[src/verilog/isr_defs.vh]
`ifndef ISR_DEFS_VH
`define ISR_DEFS_VH
// operational condition bit positions
`define ISR_OP_CV        0
`define ISR_OP_CC        1
`define ISR_OP_FAULT_FREE_FLAG      2
`define ISR_OP_DCTW      3
`define ISR_OP_PURUN     4
`define ISR_OP_EHALT     5
`define ISR_OP_DCSTEP    6
`define ISR_OP_OPMODE    7
`define ISR_OP_ACUV      8
`define ISR_OP_ILARM     9
`define ISR_OP_RPARM     10
`define ISR_OP_CFOLD     11
`define ISR_OP_EXTREF    12
`define ISR_OP_CPROT     13
`define ISR_OP_STTW      16
`define ISR_OP_BSTW      17
`define ISR_OP_TBTW      18
`define ISR_OP_BSRUN     19
`define ISR_OP_TBRUN     20
`define ISR_OP_VFOLD     21
`define ISR_OP_ILTRIP    23
`define ISR_OP_RPACT     24
`define ISR_OP_DCUV      25
`define ISR_OP_MIXUV     26
`define ISR_OP_MASK      32'h07BF_3FFF
// standard event bit positions
`define ISR_SE_OPC       0
`define ISR_SE_QYE       2
`define ISR_SE_DDE       3
`define ISR_SE_EXE       4
`define ISR_SE_CME       5
`define ISR_SE_PON       7
`define ISR_SE_MASK      8'hBD
// status byte bit positions
`define ISR_SB_ERR       2
`define ISR_SB_MAV       4
`define ISR_SB_ESB       5
// host command codes
`define ISR_CMD_OPCOND_Q 4'h0
`define ISR_CMD_OPEN_W   4'h1
`define ISR_CMD_OPEN_Q   4'h2
`define ISR_CMD_OPEV_Q   4'h3
`define ISR_CMD_SEEN_W   4'h4
`define ISR_CMD_SEEN_Q   4'h5
`define ISR_CMD_SEEV_Q   4'h6
`define ISR_CMD_STB_Q    4'h7
`define ISR_CMD_CLS      4'h8
`define ISR_CMD_ERR_Q    4'h9
`define ISR_CMD_MSG_RD   4'hA
// error codes, 16-bit two's complement
`define ISR_EC_NONE      16'h0000
`define ISR_EC_CMD       16'hFF9C
`define ISR_EC_MISSPAR   16'hFF93
`define ISR_EC_PARCNT    16'hFF8D
`define ISR_EC_SUFFIX    16'hFF7D
`define ISR_EC_OVERFLOW  16'hFEA2
`define ISR_EC_WDOG      16'hFE98
`define ISR_EC_CHKSUM    16'hFE97
`define ISR_EC_RXOVR     16'hFE95
`define ISR_EC_SETTINGS  16'h0001
`define ISR_EC_OUTOVR    16'h000C
`define ISR_EC_DDE_MAX   16'h7FFA
// queue sizes and the reset value
`define ISR_ERRQ_DEPTH   4'hA
`define ISR_ERRQ_LAST    4'h9
`define ISR_OUTQ_DEPTH   3'h4
`define ISR_RESET_ZERO   32'h0000_0000
`endif

[src/verilog/isr_status_top.v]
`timescale 1ns/1ps
`include "isr_defs.vh"
module isr_status_top (
  input  wire        core_clk,
  input  wire        srst,
  input  wire        constantVoltageFlag,
  input  wire        constantCurrentFlag,
  input  wire        faultFreeFlag,
  input  wire        dcSeqTriggerWait,
  input  wire        powerUpRunOn,
  input  wire        emergencyHaltArmed,
  input  wire        dcSeqStepActive,
  input  wire        operatorControlMode,
  input  wire        acUndervoltGuardOn,
  input  wire        interlockArmed,
  input  wire        runPermitArmed,
  input  wire        currentFoldbackOn,
  input  wire        extVoltageRef,
  input  wire        currentProtectMode,
  input  wire        stairSeqTriggerWait,
  input  wire        burstSeqTriggerWait,
  input  wire        tableSeqTriggerWait,
  input  wire        burstSeqRunning,
  input  wire        tableSeqRunning,
  input  wire        voltageFoldbackOn,
  input  wire        interlockTripped,
  input  wire        runPermitAsserted,
  input  wire        dcUndervoltGuardOn,
  input  wire        mixedUndervoltGuardOn,
  input  wire        settingsInvalid,
  input  wire        hostCmdValid,
  input  wire [3:0]  hostCmdCode,
  input  wire [31:0] hostCmdData,
  input  wire        errLogValid,
  input  wire [15:0] errLogCode,
  input  wire        parseMissingParam,
  input  wire        parseWrongCount,
  input  wire        parseBadSuffix,
  input  wire        linkWatchdogExpired,
  input  wire        linkChecksumBad,
  input  wire        linkRxOverrun,
  output wire        hostRespValid,
  output wire [31:0] hostRespData,
  output wire        hostRespEmpty,
  output wire [7:0]  statusByte,
  output wire        errLogReady
);
  reg  [31:0] condSnap_q;
  reg  [31:0] condPrev_q;
  reg  [31:0] opEn_q;
  reg  [31:0] opEvt_q;
  reg  [7:0]  stdEn_q;
  reg  [7:0]  stdEvt_q;
  reg  [7:0]  statusByte_q;
  reg         respValid_q;
  reg  [31:0] respData_q;
  reg         respEmpty_q;
  reg         opcSet_q;
  reg         booted_q;
  reg         logReady_q;
  reg  [15:0] genCode_q;
  reg  [9:0]  pend_q;
  reg  [9:0]  pend_d;
  reg  [9:0]  pendNew;
  reg  [9:0]  pendSel;
  reg  [15:0] logCode;
  reg         logValid;
  reg  [31:0] qData;
  reg         isQuery;
  reg         isKnown;
  reg  [31:0] condLive;
  reg  [31:0] opEvt_d;
  reg  [7:0]  stdSet;
  reg  [7:0]  stdEvt_d;
  integer     i;
  wire [15:0] errHead;
  wire [3:0]  errCount;
  wire [31:0] outHead;
  wire        outFull;
  wire        outEmpty;
  wire [3:0]  cmd = hostCmdCode;
  wire        queryOk   = hostCmdValid && isQuery && !outFull;
  wire        queryDrop = hostCmdValid && isQuery && outFull;
  wire        clsCmd    = hostCmdValid && (cmd == `ISR_CMD_CLS);
  wire        msgRead   = hostCmdValid && (cmd == `ISR_CMD_MSG_RD);

  // code range to standard event bit
  function [7:0] errClass;
    input [15:0] code;
    reg signed [15:0] c;
    begin
      c        = code;
      errClass = 8'h00;
      if (c <= -16'sd100 && c >= -16'sd199) begin
        errClass[`ISR_SE_CME] = 1'b1;
      end else if (c <= -16'sd200 && c >= -16'sd299) begin
        errClass[`ISR_SE_EXE] = 1'b1;
      end else if ((c <= -16'sd300 && c >= -16'sd399) ||
                   (c >= 16'sd1 && c <= $signed(`ISR_EC_DDE_MAX))) begin
        errClass[`ISR_SE_DDE] = 1'b1;
      end else if (c <= -16'sd400 && c >= -16'sd499) begin
        errClass[`ISR_SE_QYE] = 1'b1;
      end
    end
  endfunction

  function [15:0] srcCode;
    input [3:0] idx;
    begin
      case (idx)
        4'd1:    srcCode = `ISR_EC_MISSPAR;
        4'd2:    srcCode = `ISR_EC_PARCNT;
        4'd3:    srcCode = `ISR_EC_SUFFIX;
        4'd4:    srcCode = `ISR_EC_WDOG;
        4'd5:    srcCode = `ISR_EC_CHKSUM;
        4'd6:    srcCode = `ISR_EC_RXOVR;
        4'd7:    srcCode = `ISR_EC_SETTINGS;
        4'd8:    srcCode = `ISR_EC_CMD;
        4'd9:    srcCode = `ISR_EC_OUTOVR;
        default: srcCode = `ISR_EC_NONE;
      endcase
    end
  endfunction

  always @* begin
    condLive = 32'h0000_0000;
    condLive[`ISR_OP_CV]     = constantVoltageFlag;
    condLive[`ISR_OP_CC]     = constantCurrentFlag;
    condLive[`ISR_OP_FAULT_FREE_FLAG]   = faultFreeFlag;
    condLive[`ISR_OP_DCTW]   = dcSeqTriggerWait;
    condLive[`ISR_OP_PURUN]  = powerUpRunOn;
    condLive[`ISR_OP_EHALT]  = emergencyHaltArmed;
    condLive[`ISR_OP_DCSTEP] = dcSeqStepActive;
    condLive[`ISR_OP_OPMODE] = operatorControlMode;
    condLive[`ISR_OP_ACUV]   = acUndervoltGuardOn;
    condLive[`ISR_OP_ILARM]  = interlockArmed;
    condLive[`ISR_OP_RPARM]  = runPermitArmed;
    condLive[`ISR_OP_CFOLD]  = currentFoldbackOn;
    condLive[`ISR_OP_EXTREF] = extVoltageRef;
    condLive[`ISR_OP_CPROT]  = currentProtectMode;
    condLive[`ISR_OP_STTW]   = stairSeqTriggerWait;
    condLive[`ISR_OP_BSTW]   = burstSeqTriggerWait;
    condLive[`ISR_OP_TBTW]   = tableSeqTriggerWait;
    condLive[`ISR_OP_BSRUN]  = burstSeqRunning;
    condLive[`ISR_OP_TBRUN]  = tableSeqRunning;
    condLive[`ISR_OP_VFOLD]  = voltageFoldbackOn;
    condLive[`ISR_OP_ILTRIP] = interlockTripped;
    condLive[`ISR_OP_RPACT]  = runPermitAsserted;
    condLive[`ISR_OP_DCUV]   = dcUndervoltGuardOn;
    condLive[`ISR_OP_MIXUV]  = mixedUndervoltGuardOn;
  end

  // command decode and query answer
  always @* begin
    isQuery = 1'b0;
    isKnown = 1'b1;
    qData   = 32'h0000_0000;
    case (cmd)
      `ISR_CMD_OPCOND_Q: begin
        isQuery = 1'b1;
        qData   = condSnap_q;
      end
      `ISR_CMD_OPEN_Q: begin
        isQuery = 1'b1;
        qData   = opEn_q;
      end
      `ISR_CMD_OPEV_Q: begin
        isQuery = 1'b1;
        qData   = opEvt_q;
      end
      `ISR_CMD_SEEN_Q: begin
        isQuery = 1'b1;
        qData   = {24'h00_0000, stdEn_q};
      end
      `ISR_CMD_SEEV_Q: begin
        isQuery = 1'b1;
        qData   = {24'h00_0000, stdEvt_q};
      end
      `ISR_CMD_STB_Q: begin
        isQuery = 1'b1;
        qData   = {24'h00_0000, statusByte_q};
      end
      `ISR_CMD_ERR_Q: begin
        isQuery = 1'b1;
        qData   = {{16{errHead[15]}}, errHead};
      end
      `ISR_CMD_OPEN_W, `ISR_CMD_SEEN_W, `ISR_CMD_CLS, `ISR_CMD_MSG_RD: begin
        isQuery = 1'b0;
      end
      default: begin
        isKnown = 1'b0;
      end
    endcase
  end

  // error sources wait in sticky pending bits; one is logged per cycle
  always @* begin
    pendNew    = 10'h000;
    pendNew[0] = errLogValid && !pend_q[0];
    pendNew[1] = parseMissingParam;
    pendNew[2] = parseWrongCount;
    pendNew[3] = parseBadSuffix;
    pendNew[4] = linkWatchdogExpired;
    pendNew[5] = linkChecksumBad;
    pendNew[6] = linkRxOverrun;
    pendNew[7] = !booted_q && settingsInvalid;
    pendNew[8] = hostCmdValid && !isKnown;
    pendNew[9] = queryDrop;
    pendSel  = 10'h000;
    logValid = 1'b0;
    logCode  = `ISR_EC_NONE;
    for (i = 9; i >= 0; i = i - 1) begin
      if (pend_q[i]) begin
        pendSel  = 10'h000;
        pendSel[i] = 1'b1;
        logValid = 1'b1;
        logCode  = (i == 0) ? genCode_q : srcCode(i[3:0]);
      end
    end
    // a new event on the bit being retired is kept, except on bit 0
    pend_d = (pend_q & ~pendSel) | pendNew;
  end

  // event latching: set wins over the read clear
  always @* begin
    opEvt_d = opEvt_q;
    if (queryOk && cmd == `ISR_CMD_OPEV_Q) begin
      opEvt_d = 32'h0000_0000;
    end
    // rising edges only, else a standing condition re-sets after every read
    opEvt_d = (opEvt_d | (condSnap_q & ~condPrev_q & opEn_q)) & `ISR_OP_MASK;
    stdSet = 8'h00;
    if (logValid) begin
      stdSet = errClass(logCode);
    end
    stdSet[`ISR_SE_OPC] = opcSet_q;
    stdSet[`ISR_SE_PON] = !booted_q;
    stdEvt_d = stdEvt_q;
    if (queryOk && cmd == `ISR_CMD_SEEV_Q) begin
      stdEvt_d = 8'h00;
    end
    stdEvt_d = (stdEvt_d | stdSet) & `ISR_SE_MASK;
  end

  always @(posedge core_clk) begin
    if (srst) begin
      condSnap_q   <= `ISR_RESET_ZERO;
      condPrev_q   <= `ISR_RESET_ZERO;
      opEn_q       <= `ISR_RESET_ZERO;
      opEvt_q      <= `ISR_RESET_ZERO;
      stdEn_q      <= 8'h00;
      stdEvt_q     <= 8'h00;
      statusByte_q <= 8'h00;
      respValid_q  <= 1'b0;
      respData_q   <= `ISR_RESET_ZERO;
      respEmpty_q  <= 1'b0;
      opcSet_q     <= 1'b0;
      booted_q     <= 1'b0;
      genCode_q    <= 16'h0000;
      pend_q       <= 10'h000;
      logReady_q   <= 1'b1;
    end else begin
      condSnap_q <= condLive & `ISR_OP_MASK;
      condPrev_q <= condSnap_q;
      opEvt_q    <= opEvt_d;
      stdEvt_q   <= stdEvt_d;
      booted_q   <= 1'b1;
      pend_q     <= pend_d;
      logReady_q <= !pend_d[0];
      opcSet_q   <= hostCmdValid && isKnown && !queryDrop;
      if (pendNew[0]) begin
        genCode_q <= errLogCode;
      end
      if (hostCmdValid && cmd == `ISR_CMD_OPEN_W) begin
        opEn_q <= hostCmdData & `ISR_OP_MASK;
      end
      if (hostCmdValid && cmd == `ISR_CMD_SEEN_W) begin
        stdEn_q <= hostCmdData[7:0] & `ISR_SE_MASK;
      end
      statusByte_q <= 8'h00;
      statusByte_q[`ISR_SB_ESB] <= |(stdEvt_q & stdEn_q);
      statusByte_q[`ISR_SB_MAV] <= !outEmpty;
      statusByte_q[`ISR_SB_ERR] <= (errCount != 4'h0);
      respValid_q <= msgRead;
      if (msgRead) begin
        respData_q  <= outEmpty ? `ISR_RESET_ZERO : outHead;
        respEmpty_q <= outEmpty;
      end
    end
  end

  isr_err_fifo u_errq (
    .core_clk (core_clk),
    .srst     (srst),
    .push     (logValid),
    .pushCode (logCode),
    .pop      (queryOk && cmd == `ISR_CMD_ERR_Q),
    .clr      (clsCmd),
    .headCode (errHead),
    .count    (errCount)
  );

  isr_out_queue u_outq (
    .core_clk (core_clk),
    .srst     (srst),
    .push     (queryOk),
    .pushData (qData),
    .pop      (msgRead),
    .clr      (clsCmd),
    .headData (outHead),
    .full     (outFull),
    .empty    (outEmpty)
  );

  assign hostRespValid = respValid_q;
  assign hostRespData  = respData_q;
  assign hostRespEmpty = respEmpty_q;
  assign statusByte    = statusByte_q;
  assign errLogReady   = logReady_q;
endmodule

[src/verilog/isr_err_fifo.v]
`timescale 1ns/1ps
`include "isr_defs.vh"
module isr_err_fifo (
  input  wire        core_clk,
  input  wire        srst,
  input  wire        push,
  input  wire [15:0] pushCode,
  input  wire        pop,
  input  wire        clr,
  output wire [15:0] headCode,
  output wire [3:0]  count
);
  reg [15:0] mem [0:9];
  reg [3:0]  wrPtr_q;
  reg [3:0]  rdPtr_q;
  reg [3:0]  count_q;
  wire       doPop  = pop && (count_q != 4'h0);
  wire       isFull = (count_q == `ISR_ERRQ_DEPTH);
  wire       doPush = push && (!isFull || doPop);
  wire       ovf    = push && isFull && !doPop;
  wire [3:0] lastIdx = (wrPtr_q == 4'h0) ? `ISR_ERRQ_LAST : wrPtr_q - 4'h1;

  function [3:0] nextIdx;
    input [3:0] idx;
    begin
      nextIdx = (idx == `ISR_ERRQ_LAST) ? 4'h0 : idx + 4'h1;
    end
  endfunction

  always @(posedge core_clk) begin
    if (srst || clr) begin
      wrPtr_q <= 4'h0;
      rdPtr_q <= 4'h0;
      count_q <= 4'h0;
      // an error logged together with the clear survives it
      if (!srst && push) begin
        mem[4'h0] <= pushCode;
        wrPtr_q   <= 4'h1;
        count_q   <= 4'h1;
      end
    end else begin
      if (doPush) begin
        mem[wrPtr_q] <= pushCode;
        wrPtr_q      <= nextIdx(wrPtr_q);
      end
      if (ovf) begin
        mem[lastIdx] <= `ISR_EC_OVERFLOW;
      end
      if (doPop) begin
        rdPtr_q <= nextIdx(rdPtr_q);
      end
      if (doPush && !doPop) begin
        count_q <= count_q + 4'h1;
      end else if (doPop && !doPush) begin
        count_q <= count_q - 4'h1;
      end
    end
  end

  // empty queue answers code 0
  assign headCode = (count_q == 4'h0) ? `ISR_EC_NONE : mem[rdPtr_q];
  assign count    = count_q;
endmodule

[src/verilog/isr_out_queue.v]
`timescale 1ns/1ps
`include "isr_defs.vh"
module isr_out_queue (
  input  wire        core_clk,
  input  wire        srst,
  input  wire        push,
  input  wire [31:0] pushData,
  input  wire        pop,
  input  wire        clr,
  output wire [31:0] headData,
  output wire        full,
  output wire        empty
);
  reg [31:0] mem [0:3];
  reg [1:0]  wrPtr_q;
  reg [1:0]  rdPtr_q;
  reg [2:0]  count_q;
  wire       doPop  = pop && (count_q != 3'h0);
  wire       doPush = push && (count_q != `ISR_OUTQ_DEPTH);

  always @(posedge core_clk) begin
    if (srst || clr) begin
      wrPtr_q <= 2'h0;
      rdPtr_q <= 2'h0;
      count_q <= 3'h0;
    end else begin
      if (doPush) begin
        mem[wrPtr_q] <= pushData;
        wrPtr_q      <= wrPtr_q + 2'h1;
      end
      if (doPop) begin
        rdPtr_q <= rdPtr_q + 2'h1;
      end
      if (doPush && !doPop) begin
        count_q <= count_q + 3'h1;
      end else if (doPop && !doPush) begin
        count_q <= count_q - 3'h1;
      end
    end
  end

  assign headData = mem[rdPtr_q];
  assign full     = (count_q == `ISR_OUTQ_DEPTH);
  assign empty    = (count_q == 3'h0);
endmodule

[config.mk]
export PLATFORM = sky130hd
export DESIGN_NAME = isr_status_top
export DESIGN_NICKNAME = d
export VERILOG_FILES = /design/src/verilog/isr_status_top.v /design/src/verilog/isr_err_fifo.v /design/src/verilog/isr_out_queue.v
export VERILOG_INCLUDE_DIRS = /design/src /design/src/verilog
export SDC_FILE = /design/constraint.sdc
export NUM_CORES = 1
export LEC_CHECK = 0
export CORE_MARGIN = 2
export CORE_UTILIZATION = 50
export CTS_CLUSTER_SIZE = 20
export DETAILED_ROUTE_END_ITERATION = 10
export DONT_BUFFER_PORTS = 1
export HOLD_SLACK_MARGIN = 0.02
export PLACE_DENSITY = 0.72
export SETUP_SLACK_MARGIN = 0.2
export SYNTH_ARGS = -nofsm -noshare
export SYNTH_HDL_FRONTEND = slang
export SYNTH_HIERARCHICAL = 1
export SYNTH_SLANG_ARGS = --single-unit
[constraint.sdc]
create_clock -name core_clk -period 5 [get_ports core_clk]
set_input_delay 1.5 -clock core_clk [delete_from_list [all_inputs] [get_ports core_clk]]
set_output_delay 1.5 -clock core_clk [all_outputs]
set_load 0.1 [all_outputs]
==> out/metrics.csv <==
stage;metric;value;unit
layout;multi-input logic area;0.00640;mm^2
die;Initial Util;50.7;%
detailed_routing;routed len/inst;20.7;um
pwr;P_leak;7.28;nW
setup_path;WP buf/inv;4;
setup_path;most frequent CP cell;buf_4;
sta;fin crit period;3.58;ns
global_routing;initial antenna violation count;0;
detailed_routing;initial drt markers;928;
layout;layout cells sized above 1;13.7;%
flow_run;max-cap violation count;0;
sta;Rel. slew slack;27.8;%
logic_synthesis;Post-Synthesis Cells;1481;
placed_design;placed cells;1939;
layout;final net count;1569;
setup_path;reg2reg start;pend_q[0];
setup_path;CP top delay family;simple AND/OR/NAND/NOR gates;
logic_synthesis;#FFs+latches synth;487;
setup_path;r2r worst-path depth;6;
logic_synthesis;Synth area leader;edfxtp_1;
sta;setup violators final;0;
setup_path;data required time at the worst endpoint;5.23;ns
layout;Final Non-Filler Cells;2025;
clocking;hold bufs inserted after CTS;0;
placed_design;Port Buffer Count;0;
layout;post-layout util;55.9;%
setup_path;Critical Path Start Type;primary input;
placed_design;HPWL after DPL;26.9;mm
setup_path;CP Data Arrival Time;3.81;ns
layout;fill cell count;3056;
clocking;clock transition at the registers of the reported paths;0.06;ns
sta;fin. max-slew vios;0;
layout;Antenna Cells;0;
die;die area;0.0408;mm^2
sta;Max Clk Rate;279;MHz
layout;post-route cell area;0.0216;mm^2
detailed_routing;met2 wire length;20.9;mm
setup_path;Critical Path End Type;flop;
layout;FF+latch area;0.0127;mm^2
sta;final setup TNS;0;ns
die;die height;202;um
setup_path;RR Endpoint;u_errq/mem[9][8];
die;Core Area;0.0386;mm^2
logic_synthesis;synthesized cell area;0.0196;mm^2
die;Die Width;202;um
setup_path;Setup Crit Path Kind;in2reg;
global_routing;vias in the first global route;11500;
clocking;root buf cell;clkbuf_16;
logic_synthesis;synth warn;6;
detailed_routing;Antenna Nets Post-Route;0;
sta;RSZ-0062 raised after global routing;false;
sta;Final Hold Viols;0;
global_routing;GRT Overall Usage;20.5;%
clocking;H-tree depth;2;
outcome;status;complete, no violations;
detailed_routing;met1 wire length;17.9;mm
detailed_routing;drt pass-1 iters;5;
logic_synthesis;largest cells by area after synthesis;edfxtp_1 (45%), dfxtp_1 (19%), mux4_2 (7.4%), a21oi_1 (2.8%), nor2_1 (2.5%);
die;# rows;72;
setup_path;FF-to-FF setup slack;1.59;ns
worst_hold_path;hold path depth;1;
layout;Layout area overhead;10.1;%
setup_path;Crit-path slowest cell;nor2b_1;
die;num ports;130;
setup_path;crit path cell chain;nor2b_1, o21ai_0, a21oi_1, buf_4, and2_1, buf_4, inv_2, a311oi_1, o21ai_1, nor3_2, buf_4;
detailed_routing;final wirelength;42.0;mm
detailed_routing;vias per cell;5.78;
setup_path;Critical Path Fanout Max;16;
pwr;Power Density;413;mW/mm^2
logic_synthesis;Post-synth top flop;edfxtp_1;
clocking;TritonCTS Buffers;47;
detailed_routing;residual DRC count;0;
detailed_routing;vias post-DR;11700;
logic_synthesis;number of enable flip-flop cells after synthesis;296;
pwr;maximum vdd ir drop;302;uV
logic_synthesis;post-synth cell types;87;
clocking;Clock Sink Count;487;
sta;actual slew at the worst max-slew pin;1.08;ns
clocking;clk_lat worst skew;0.55;ns
placed_design;dpl cell area;0.0201;mm^2
sta;fin crit share;71.6;%
clocking;CTS tree;built;
sta;Setup Skew;0.0133;ns
worst_hold_path;min-delay worst type;reg2reg;
logic_synthesis;Synth top cells by count;edfxtp_1 (296), dfxtp_1 (191), nor2_1 (132), nand2_1 (121), a21oi_1 (109);
logic_synthesis;syn avg cell area;13.2;um^2
logic_synthesis;most common cell in the netlist;edfxtp_1;
clocking;post-cts resize count;0;
logic_synthesis;fraction of registers with async set/reset;0;%
global_routing;total gr overflow;0;
worst_hold_path;Hold Crit Start;booted_q;
detailed_routing;met3 wire len;2.32;mm
placed_design;placer congestion estimate;0.899;
clocking;Setup Buffers After CTS;0;
setup_path;CP max stage delay;0.33;ns
worst_hold_path;Worst Hold End;stdEvt_q[7];
logic_synthesis;share of the synthesized area in the top cell type;45.3;%
global_routing;first-pass GRT wire length;65.3;mm
detailed_routing;uppermost routed layer;met4;
clocking;CTS Buffer Depth;3;
global_routing;pin count of the biggest net entering global routing;164;
logic_synthesis;sequential area share after synthesis;64.8;%
[worst reg2reg max path, stage by stage, from the launching register on]
cell and delay [ns]:
dfxtp_1 0.97, nor2_1 0.23, nand3_1 0.21, or3_1 0.36, nand2_1 0.31, nor2_2 0.63
nor2b_1 0.36
[through the flow]
step / setup WS (ns) / power, mW / hold slack, ns
2_1_floorplan: 0.0488 / 5.33 / 0.399
3_3_place_gp: 0.908 / 5.56 / 0.411
3_5_place_dp: 0.905 / 5.60 / 0.414
4_1_cts: 1.49 / 8.99 / 0.422
5_1_grt: 1.19 / 9.24 / 0.454
6_report: 1.42 / 8.93 / 0.419
[layout by cell type (no fill, tap or decap), drive strengths merged, types with 6 or more instances in the layout]
| master | instances |
|---|---|
| o21ai | 15 |
| a21oi | 110 |
| nor3b | 37 |
| or2 | 17 |
| inv | 32 |
| a211oi | 33 |
| o31ai | 6 |
| nor2 | 133 |
| and3 | 12 |
| nor4 | 8 |
| clkbuf | 75 |
| mux4 | 64 |
| ha | 10 |
| nand3 | 24 |
| buf | 32 |
| dfxtp | 191 |
| and2 | 8 |
| nand2 | 121 |
| a22oi | 39 |
| edfxtp | 296 |
| mux2i | 24 |
| nor2b | 78 |
| a22o | 21 |
| nor3 | 15 |
| xor2 | 6 |
[flip-flops by register name (all words and copies together) (netlist names), 2 cells and up, named ones only]
| register | count |
|---|---|
| stdEvt_q | 6 |
| statusByte | 3 |
| u_errq/rdPtr_q | 4 |
| genCode_q | 16 |
| condSnap_q | 24 |
| condPrev_q | 24 |
| u_outq/count_q | 3 |
| u_errq/mem | 160 |
| hostRespData | 32 |
| pend_q | 10 |
| u_outq/mem | 128 |
| u_errq/wrPtr_q | 4 |
| u_outq/wrPtr_q | 2 |
| u_outq/rdPtr_q | 2 |
| stdEn_q | 6 |
| u_errq/count | 4 |
| opEn_q | 24 |
| opEvt_q | 24 |
[metal layers]
metal	GRT usage, %	vias to the layer above
met3	3.50	68
met1	27.1	5830
met2	34.9	331
met4	6.14	0
met5	0	-
li1	-	5485
[layout make-up]
class	instances	area share [%]
clock buffer	75	6.17
clock inverter	11	0.655
inverter	30	0.521
multi-input combinational	872	29.7
sequential	487	58.9
tap	518	3.00
timing repair buffer	32	1.11
[where the power goes]
group          total [mW]  leakage (nW)  switching [mW]  internal [mW]
clock                3.40         0.704            1.42           1.98
combinational       0.847          2.30           0.538          0.309
sequential           4.68          4.28           0.181           4.49
total                8.93          7.28            2.14           6.78
[how the worst max path moves through the flow]
| stage | endpoint | cells after the start | slack, ns | start |
|---|---|---|---|---|
| global placement | u_errq/mem[7][10] | 11 | 0.91 | hostCmdCode[2] |
| floorplan | u_errq/mem[6][0] | 11 | 0.05 | hostCmdCode[3] |
| global route | u_errq/mem[4][8] | 10 | 1.19 | hostCmdCode[2] |
| finish | u_errq/mem[6][11] | 11 | 1.42 | hostCmdCode[2] |
| detailed placement | u_errq/mem[7][10] | 11 | 0.91 | hostCmdCode[2] |
| CTS | u_errq/mem[0][3] | 11 | 1.49 | hostCmdCode[2] |
[cell families (layout without fill, tap and decap cells)]
kind of cell | count (synthesis) | count (layout) | synth area share (%)
adder cells (fa/ha/maj) | 12 | 12 | 0.842
AO/OA/AOI/OAI | 273 | 273 | 9.60
other | 1 | 5 | 0.0191
XOR/XNOR | 10 | 10 | 0.517
AND/OR/NAND/NOR | 480 | 480 | 12.6
buffers and inverters | 126 | 148 | 2.83
flip-flops | 487 | 487 | 64.8
multiplexers | 92 | 92 | 8.80
(Power assumes the default switching activity.)
